--- config.mk ---
export PLATFORM = sky130hd
export DESIGN_NAME = gpc_port
export DESIGN_NICKNAME = d
export VERILOG_FILES = /design/src/gpc_pkg.sv /design/src/gpc_sync.sv /design/src/gpc_port.sv
export SDC_FILE = /design/constraint.sdc
export NUM_CORES = 1
export LEC_CHECK = 0
export BUFFER_PORTS_ARGS = -buffer_cell sky130_fd_sc_hd__buf_2
export CELL_PAD_IN_SITES_DETAIL_PLACEMENT = 0
export CELL_PAD_IN_SITES_GLOBAL_PLACEMENT = 2
export CORE_ASPECT_RATIO = 1.4
export CORE_MARGIN = 2
export CORE_UTILIZATION = 40
export CTS_CLUSTER_DIAMETER = 80
export CTS_CLUSTER_SIZE = 16
export DETAILED_ROUTE_END_ITERATION = 8
export GPL_ROUTABILITY_DRIVEN = 1
export GPL_TIMING_DRIVEN = 0
export HOLD_SLACK_MARGIN = 0.03
export PLACE_DENSITY_LB_ADDON = 0.1
export SLEW_MARGIN = 20
export SYNTH_ARGS = -nofsm -noshare
export SYNTH_HDL_FRONTEND = slang
export SYNTH_SLANG_ARGS = --single-unit
--- constraint.sdc ---
create_clock -name clock -period 2.6 [get_ports clock]
set_input_delay 0.13 -clock clock [delete_from_list [all_inputs] [get_ports clock]]
set_output_delay 0.13 -clock clock [all_outputs]
set_load 0.005 [all_outputs]
--- src/gpc_pkg.sv ---
/*
 Package for the eight-bit port control block: register offsets,
 sub-register select codes, reset values and the carrier structs.
 Assumes a byte-wide register port with 12-bit addresses.
*/
package gpc_pkg;

   localparam int PORT_W = 8;
   localparam int ADDR_W = 12;

   // Directly addressed registers
   localparam logic [ADDR_W-1:0] OFF_SUBREG_SELECT = 12'h0fd0;
   localparam logic [ADDR_W-1:0] OFF_SUBREG_WINDOW = 12'h0fd1;
   localparam logic [ADDR_W-1:0] OFF_INPUT_SAMPLE  = 12'h0fd2;
   localparam logic [ADDR_W-1:0] OFF_OUTPUT_VALUE  = 12'h0fd3;

   // Sub-register select codes reached through the window
   localparam logic [7:0] SEL_DIRECTION   = 8'h01;
   localparam logic [7:0] SEL_PERIPHERAL  = 8'h02;
   localparam logic [7:0] SEL_OPEN_DRAIN  = 8'h03;
   localparam logic [7:0] SEL_HIGH_DRIVE  = 8'h04;
   localparam logic [7:0] SEL_WAKE_SOURCE = 8'h05;

   // Values after reset
   localparam logic [7:0] RST_SELECT      = 8'h00;
   localparam logic [7:0] RST_DIRECTION   = 8'hff;
   localparam logic [7:0] RST_PERIPHERAL  = 8'h00;
   localparam logic [7:0] RST_OPEN_DRAIN  = 8'h00;
   localparam logic [7:0] RST_HIGH_DRIVE  = 8'h00;
   localparam logic [7:0] RST_WAKE_SOURCE = 8'h00;
   localparam logic [7:0] RST_OUTPUT      = 8'h00;
   localparam logic [7:0] RST_SAMPLE      = 8'h00;

   // Synchroniser depth on the pin inputs
   localparam int SYNC_STAGES = 2;

   typedef struct packed {
      logic [ADDR_W-1:0] addr;
      logic [7:0]        wdata;
      logic              we;
      logic              re;
   } gpc_req_t;

   typedef struct packed {
      logic [PORT_W-1:0] level;
      logic [PORT_W-1:0] enable;
   } gpc_drive_t;

   typedef struct packed {
      logic [7:0]        subreg_select;
      logic [PORT_W-1:0] direction_bits;
      logic [PORT_W-1:0] peripheral_function_bits;
      logic [PORT_W-1:0] open_drain_bits;
      logic [PORT_W-1:0] high_current_bits;
      logic [PORT_W-1:0] wake_source_bits;
      logic [PORT_W-1:0] pin_drive_bits;
      logic [PORT_W-1:0] port_input_sample;
      logic [PORT_W-1:0] input_prev;
      logic [7:0]        read_data;
      logic [PORT_W-1:0] pin_level;
      logic [PORT_W-1:0] pin_enable;
      logic [PORT_W-1:0] pin_high;
      logic              stop_recover;
   } gpc_state_t;

endpackage

--- src/gpc_sync.sv ---
/*
 Multi-bit two-stage synchroniser for the port pins.
 Assumes each bit is an independent level; no word coherence.
*/
`timescale 1ns/100ps
module gpc_sync
   import gpc_pkg::*;
#(
   parameter int WIDTH = PORT_W
) (
   input  wire logic             clock,   // System clock
   input  wire logic             rst_n,   // Async reset, active low
   input  wire logic [WIDTH-1:0] d_async, // Pin levels
   output logic      [WIDTH-1:0] q_sync   // Synchronised levels
);

   logic [WIDTH-1:0] stage1_reg;

   // First stage feeds only the second one
   always_ff @(posedge clock or negedge rst_n) begin
      if (!rst_n) begin
         stage1_reg <= '0;
         q_sync     <= '0;
      end else begin
         stage1_reg <= d_async;
         q_sync     <= stage1_reg;
      end
   end

endmodule

--- src/gpc_port.sv ---
/*
 Eight-bit general-purpose port control: select and window registers,
 per-pin direction, peripheral hand-over, open-drain, high drive and
 stop-mode wake sources, plus input and output data registers.
 Assumes a same-clock register master and same-clock peripherals and
 power controller; only the pins are asynchronous.
*/
// Local design decision: the plain strobed port.
// Function
// - Select code 03H makes the window reach the open-drain bits.
// - An open-drain bit of 1 removes the high half of its pin's drive.
// - Open-drain acts even while a peripheral owns the pin.
// - Select code 04H makes the window reach the high-current bits.
// - A high-current bit of 1 asks for strong drive, 0 for standard.
// - High-current selection acts even while a peripheral owns the pin.
// - Select code 05H makes the window reach the wake-source bits.
// - In stop mode any change on an enabled pin starts recovery.
// - The input register is read-only and returns sampled pin levels.
// - Output data drive a pin only if it is an output and not handed over.
// - An output bit of 1 is never driven high when open-drain is set.
// - Codes 01H and 02H reach direction and peripheral bits; codes outside 01H-05H reach none.
// - Direction 0 drives the output data, 1 makes the pin an input.
// - A peripheral bit of 1 hands the pin over and overrides direction.
`timescale 1ns/100ps
module gpc_port
   import gpc_pkg::*;
(
   input  wire logic              clock,          // 250 MHz system clock
   input  wire logic              rst_n,          // Async reset, active low
   input  wire gpc_req_t          reg_req,        // Register request
   output logic      [7:0]        reg_rdata,      // Read data, next cycle
   input  wire logic [PORT_W-1:0] pin_in,         // Pin levels, async
   output logic      [PORT_W-1:0] pin_out,        // Pin output level
   output logic      [PORT_W-1:0] pin_oe,         // Pin output enable
   output logic      [PORT_W-1:0] pin_high_drive, // Strong drive select
   input  wire gpc_drive_t        periph_drive,   // Peripheral pin drive
   output logic      [PORT_W-1:0] pin_sample,     // Synchronised pins
   input  wire logic              stop_mode,      // Device is in stop mode
   output logic                   stop_recover    // Recovery request pulse
);

   gpc_state_t        st_reg;
   gpc_state_t        st_next;
   logic [PORT_W-1:0] pin_sync;
   logic [PORT_W-1:0] pin_value;
   logic [PORT_W-1:0] pin_enable;
   logic [PORT_W-1:0] pin_changed;
   logic              win_hit;
   logic              win_valid;

   gpc_sync #(
      .WIDTH (PORT_W)
   ) u_sync (
      .clock   (clock),
      .rst_n   (rst_n),
      .d_async (pin_in),
      .q_sync  (pin_sync)
   );

   assign win_hit   = reg_req.addr == OFF_SUBREG_WINDOW;
   assign win_valid = st_reg.subreg_select inside {SEL_DIRECTION,
      SEL_PERIPHERAL, SEL_OPEN_DRAIN, SEL_HIGH_DRIVE, SEL_WAKE_SOURCE};

   always_comb begin
      st_next              = st_reg;
      st_next.read_data    = 8'h00;
      st_next.stop_recover = 1'b0;
      // Sampled every cycle, whatever the pin direction
      st_next.port_input_sample = pin_sync;
      st_next.input_prev        = pin_sync;

      if (reg_req.we) begin
         if (reg_req.addr == OFF_SUBREG_SELECT) begin
            st_next.subreg_select = reg_req.wdata;
         end else if (win_hit) begin
            case (st_reg.subreg_select)
               SEL_DIRECTION: begin
                  st_next.direction_bits = reg_req.wdata;
               end
               SEL_PERIPHERAL: begin
                  st_next.peripheral_function_bits = reg_req.wdata;
               end
               SEL_OPEN_DRAIN: begin
                  st_next.open_drain_bits = reg_req.wdata;
               end
               SEL_HIGH_DRIVE: begin
                  st_next.high_current_bits = reg_req.wdata;
               end
               SEL_WAKE_SOURCE: begin
                  st_next.wake_source_bits = reg_req.wdata;
               end
               // Guard code: a stray window write changes nothing
               default: begin
               end
            endcase
         end else if (reg_req.addr == OFF_OUTPUT_VALUE) begin
            st_next.pin_drive_bits = reg_req.wdata;
         end
         // The input register ignores writes
      end

      if (reg_req.re) begin
         if (reg_req.addr == OFF_SUBREG_SELECT) begin
            st_next.read_data = st_reg.subreg_select;
         end else if (win_hit) begin
            case (st_reg.subreg_select)
               SEL_DIRECTION: begin
                  st_next.read_data = st_reg.direction_bits;
               end
               SEL_PERIPHERAL: begin
                  st_next.read_data = st_reg.peripheral_function_bits;
               end
               SEL_OPEN_DRAIN: begin
                  st_next.read_data = st_reg.open_drain_bits;
               end
               SEL_HIGH_DRIVE: begin
                  st_next.read_data = st_reg.high_current_bits;
               end
               SEL_WAKE_SOURCE: begin
                  st_next.read_data = st_reg.wake_source_bits;
               end
               default: begin
                  st_next.read_data = 8'h00;
               end
            endcase
         end else if (reg_req.addr == OFF_INPUT_SAMPLE) begin
            st_next.read_data = st_reg.port_input_sample;
         end else if (reg_req.addr == OFF_OUTPUT_VALUE) begin
            st_next.read_data = st_reg.pin_drive_bits;
         end
      end

      // Any edge on an armed pin while stopped asks for recovery
      if (stop_mode && (pin_changed != '0)) begin
         st_next.stop_recover = 1'b1;
      end

      st_next.pin_level  = pin_value;
      st_next.pin_enable = pin_enable;
      // Strength follows the pin whoever drives it
      st_next.pin_high   = st_reg.high_current_bits;
   end

   // Compare two synchronised samples; never the raw pin
   assign pin_changed = (pin_sync ^ st_reg.input_prev)
                        & st_reg.wake_source_bits;

   // Peripheral bit picks the source of level and enable
   assign pin_value = (st_reg.peripheral_function_bits
                       & periph_drive.level)
                    | (~st_reg.peripheral_function_bits
                       & st_reg.pin_drive_bits);

   // Open-drain masks the high half after the source mux, so it also
   // holds for peripheral drive
   assign pin_enable = ((st_reg.peripheral_function_bits
                         & periph_drive.enable)
                      | (~st_reg.peripheral_function_bits
                         & ~st_reg.direction_bits))
                     & ~(st_reg.open_drain_bits & pin_value);

   always_ff @(posedge clock or negedge rst_n) begin
      if (!rst_n) begin
         st_reg.subreg_select            <= RST_SELECT;
         st_reg.direction_bits           <= RST_DIRECTION;
         st_reg.peripheral_function_bits <= RST_PERIPHERAL;
         st_reg.open_drain_bits          <= RST_OPEN_DRAIN;
         st_reg.high_current_bits        <= RST_HIGH_DRIVE;
         st_reg.wake_source_bits         <= RST_WAKE_SOURCE;
         st_reg.pin_drive_bits           <= RST_OUTPUT;
         st_reg.port_input_sample        <= RST_SAMPLE;
         st_reg.input_prev               <= RST_SAMPLE;
         st_reg.read_data                <= 8'h00;
         st_reg.pin_level                <= RST_OUTPUT;
         st_reg.pin_enable               <= '0;
         st_reg.pin_high                 <= RST_HIGH_DRIVE;
         st_reg.stop_recover             <= 1'b0;
      end else begin
         st_reg <= st_next;
      end
   end

   assign reg_rdata      = st_reg.read_data;
   assign pin_out        = st_reg.pin_level;
   assign pin_oe         = st_reg.pin_enable;
   assign pin_high_drive = st_reg.pin_high;
   assign pin_sample     = st_reg.port_input_sample;
   assign stop_recover   = st_reg.stop_recover;
endmodule

# --- After elaboration in Yosys (flattened, before gate mapping) ---
# Cells that the tools add are included.
classes:
  bitwise_logic: 15
  reduce_logical: 9
  n_eq_ne: 9
  n_mux: 7
ops:
  columns: ["operator", "n"]
  rows:
  - ["8-bit bitwise AND", 7]
  - ["12-bit equality test, second input constant", 4]
  - ["8-bit 2-to-1 mux", 5]
  - ["8-bit case mux with 5 select lines", 1]
  - ["8-bit NOT", 3]
  - ["4-bit AND reduction", 6]
  - ["8-bit by 2-bit equality test with 1-bit output, second input constant", 2]
  - ["8-bit by 3-bit equality test with 1-bit output, second input constant", 2]
  - ["8-bit OR", 2]
  - ["8-bit by 1-bit equality test with 1-bit output, second input constant", 1]
  - ["8-bit nonzero test", 1]
  - ["8-bit bitwise XOR", 1]
  - ["1-bit NOT", 2]
  - ["2-bit AND reduction", 1]
  - ["1-bit logical AND", 1]
  - ["1-bit 2-to-1 mux", 1]
totals:
  word_cells: 55
  register_bits: 113
  out_inout_bits: 41
  input_bits: 49

# --- Longest topological paths before layout ---
depth:
  word_depth: 6
  mapped_depth: 6
  depth_no_buf: 4

# --- Modules after synthesis ---
# From an unflattened synthesis, not the netlist that was laid out.
hier_totals:
  cells_unflattened: 384
  area_unflattened_um2: 5033.6
modules_own_cells:
  columns: ["mod", "n_inst", "seq_area_each_um2", "area_per_inst_um2", "cells_per_inst"]
  rows:
  - ["gpc_port", 1, 2437.3, 4633.2, 368]
  - ["gpc_sync", 1, 400.4, 400.4, 16]

# --- Least setup slack after synthesis ---
# Ideal clock, no wire load.
synth_timing:
  path_kind: "flip-flop to flip-flop"
  startpoint: "reg st_reg[101] (netlist name)"
  endpoint: "reg st_reg[73] (netlist name)"
  stages_incl_launch_ff: 6
  slack_ns: 0.818
  arrival_time_ns: 1.656
  setup_time_ns: 0.125
  required_time_ns: 2.475
  n_path_buf: 1
  synth_period_minus_slack_ns: 1.782
  cell_sequence: "dfrtp_1 nor3_2 nand3_2 or4_4 buf_6 mux2_4"
synth_via:
  elab_chain_cells: 2
synth_lines:
  columns: ["element", "line", "source"]
  rows:
  - ["start, declared", "gpc_port.sv:42", "gpc_state_t st_reg;"]
  - ["start signal, assigned", "gpc_port.sv:179", "st_reg <= st_next;"]
  - ["8-bit by 2-bit equality test with 1-bit output", "gpc_port.sv:76", "case (st_reg.subreg_select)"]
  - ["4-bit AND reduction (no line)", null, null]
# Every way passes these cells.
# A chain may end at the register's enable or synchronous reset.

# --- Worst setup path in the final report ---
layout_timing:
  startpoint: "reg st_reg[97] (netlist name)"
  endpoint: "reg st_reg (netlist bit st_next[1])"
layout_via:
  elab_chain_cells: 2
layout_lines:
  columns: ["element", "line"]
  rows:
  - ["8-bit by 3-bit equality test with 1-bit output", "gpc_port.sv:76"]
  - ["4-bit AND reduction (no line)", null]
# Every way passes these cells.

==> results_dict.tcl <==
set metrics [dict create \
    drive_above_1_share_pct 48.4 \
    grt_max_degree 82 \
    drt_iter0_drc 155 \
    clk_latency_ns 0.41 \
    maxSlewHeadroom_pct 23.3 \
    grt_overflow 0 \
    yosys_warnings 0 \
    fp.dieW_um 98.3 \
    worstSetupPathType "reg -> reg" \
    grt_pass1_wl_mm 19.3 \
    place_ws_ns 0.197 \
    placementRows 48 \
    hold_depth 2 \
    clkPwrFrac_pct 53.2 \
    groute.usage.overall_pct 19.7 \
    drcViolationCount 0 \
    setup.worst_path.end_class "register" \
    core-area_mm2 0.0123 \
    clock_sinks 113 \
    tns_ns 0 \
    status "completed" \
    cts-root-buf "clkbuf_16" \
    yosys.area.top_type_share_pct 52.8 \
    period_share_pct 93.7 \
    p_leak_nw 3.18 \
    peakVddDrop_uv 444 \
    cts.htree.levels 4 \
    powerDensity_mw_per_mm2 653 \
    cts_tree "done" \
    hpwl_mm 7.97 \
    comb_power_share_pct 4.3 \
    io_buffers 89 \
    setup_viol 0 \
    finalHoldViolCount 0 \
    skew_ns 0.00743 \
    dpl-instance-area_mm2 0.00565 \
    ant_nets 0 \
    grt_pass1_vias 3427 \
    seqCellArea_mm2 0.00284 \
    startpoint_type "register" \
    p_sw_share_pct 21.3 \
    synth_area_mm2 0.00498 \
    diodes 0 \
    min_period_ns 2.44 \
    antenna_found_initial 0 \
    tightest_slew_ns 1.15 \
    rr_worst_depth 5 \
    netlist_instances 380 \
    wl_mm 12.4 \
    routed_via_density 5.03 \
    yosysTopAreaCell "dfrtp_1" \
    syn_area_per_cell_um2 13.1 \
    cp.required_ns 2.89 \
    routabilityCongestion 0.774 \
    area_growth_pct 30.4 \
    worstPathArrival_ns 2.72 \
    synth.top_cells.by_area "dfrtp_1 (53%), mux2_2 (14%), buf_4 (6.0%), dfstp_2 (4.2%), a21oi_1 (2.5%)" \
    hold_path.class "in -> reg" \
    p_int_mw 3.33 \
    post_cts_buffers 0 \
    clockBufferDepth 2 \
    cts_made_buffers 17 \
    p_switching_mw 0.900 \
    fin_nets 564 \
    die-area_mm2 0.0134 \
    drt_first_pass_iters 4 \
    seq_power_share_pct 42.5 \
    final_area_mm2 0.00649 \
    cap_violations 0 \
    clk_pin_slew_ns 0.05 \
    ys_seq_elements 113 \
    setup_ws_ns 0.165 \
    critPathMaxFanout 9 \
    die_h_um 136 \
    initial_core_util_pct 40.6 \
    final_max_slew_viol_count 0 \
    rsz0062_at_grt "no" \
    fmax_mhz 411 \
    r2r_setup_slack_ns 0.16 \
    syn-num-nets 429 \
    largest_register_ff_count 56 \
    via_count 3407 \
    ys_seq_area_share_pct 57.0 \
    yosysUniqueCellTypes 39 \
    multi_input_area_mm2 0.00177 \
    routedWlPerCell_um 18.3 \
    num_io_pins 90 \
    fillers 1108 \
]
## layout by cell type (no fill, tap or decap), types with 17 or more instances in the layout
cell type / netlist / final
clkbuf_16: 0 / 17
dlygate4sd3_1: 0 / 26
dfrtp_1: 105 / 105
nor2_1: 18 / 18
buf_4: 40 / 40
a21oi_1: 25 / 25
buf_2: 5 / 93
nand2_1: 17 / 17
mux2_2: 64 / 64
## power by group through the flow
stage / logic, mW / clock network, mW / registers [mW]
2_1_floorplan: 0.0447 / 0 / 1.82
3_3_place_gp: 0.149 / 0 / 1.83
3_5_place_dp: 0.156 / 0 / 1.83
4_1_cts: 0.187 / 2.29 / 1.80
5_1_grt: 0.204 / 2.37 / 1.80
6_report: 0.182 / 2.25 / 1.80
## timing repair
item                      CTS  global route
hold endpoints to repair  133             0
hold buffers               26             0
gates resized for setup     0             0
## per-stage QoR
stage,hold slack [ns],utilization [%],power [mW],instances
after global placement,0.239,45.8,1.98,619
after global routing,0.0703,53.0,4.37,677
final,0.0592,53.0,4.23,677
after detailed placement,0.0401,46.1,1.98,620
after CTS,0.0488,53.0,4.28,677
after floorplan,-0.166,-,1.87,380
## synth_stat cells
library cell,n
dfrtp_1,105
mux2_2,64
buf_4,40
a21oi_1,25
nor2_1,18
nand2_1,17
a32o_1,8
dfstp_2,8
mux2_4,8
mux2i_1,8
o2111ai_1,8
o211ai_1,8
o21ai_0,8
xor2_1,8
buf_2,5
clkbuf_1,5
a22oi_1,4
buf_1,4
and3_1,3
and4b_1,2
inv_1,2
nand2b_1,2
nand4_1,2
nor2b_1,2
nor3_1,2
a41oi_1,1
and2_1,1
and4_1,1
and4bb_1,1
buf_6,1
nand3_1,1
nand3_2,1
nand4_2,1
nand4b_2,1
nor3_2,1
nor4_4,1
nor4b_2,1
or4_4,1
or4b_1,1
## worst paths after layout
kind,start,endpoint
worst max-delay path,st_reg[97]$_DFFE_PN0P_,st_next[1]$_DFFE_PN0P_
worst min-delay path,reg_req[5],st_reg[76]$_DFFE_PN0P_
worst max register to register,st_reg[97]$_DFFE_PN0P_,st_next[1]$_DFFE_PN0P_
worst min register to register,u_sync.stage1_reg[7]$_DFF_PN0_,u_sync.q_sync[7]$_DFF_PN0_
max in group asynchronous,rst_n,st_reg[92]$_DFFE_PN1P_
min in group asynchronous,rst_n,st_reg[88]$_DFFE_PN0P_
## kinds of logic (layout without fill, tap and decap cells)
group | count (synthesis) | count (layout) | share of synthesized area [%]
flip-flops | 113 | 113 | 57.0
multiplexers | 80 | 80 | 18.5
AO/OA/AOI/OAI | 62 | 62 | 8.32
AND/OR/NAND/NOR | 60 | 60 | 7.14
buffers and inverters | 57 | 204 | 7.59
XOR/XNOR | 8 | 8 | 1.41
## worst max-delay path: stages, from the launching register on
cell	delay, ns
dfrtp_1	0.35
buf_2	0.19
nor2b_1	0.13
clkbuf_1	0.56
nand3_1	0.63
mux2_2	0.46
## layer usage
metal  vias to the layer above  GRT usage, %  wire length (um)  part of all wire (%)
li1                       1603             -                 -                     -
met1                      1692          26.1              5620                    45
met2                        99          31.5              6040                    49
met3                        13          4.99               511                   4.1
met4                         0          7.38               198                   1.6
met5                         -             0                 0                     0
## cell type report
cell class,count,share of cell area (%)
Clock inverter,11,1.74
Timing Repair Buffer,116,11.4
Buffer,55,5.71
Tap cell,150,2.89
Sequential cell,113,43.7
Inverter,2,0.116
Multi-Input combinational cell,210,27.2
Clock buffer,20,7.19
Power figures use the tool's default switching activity.
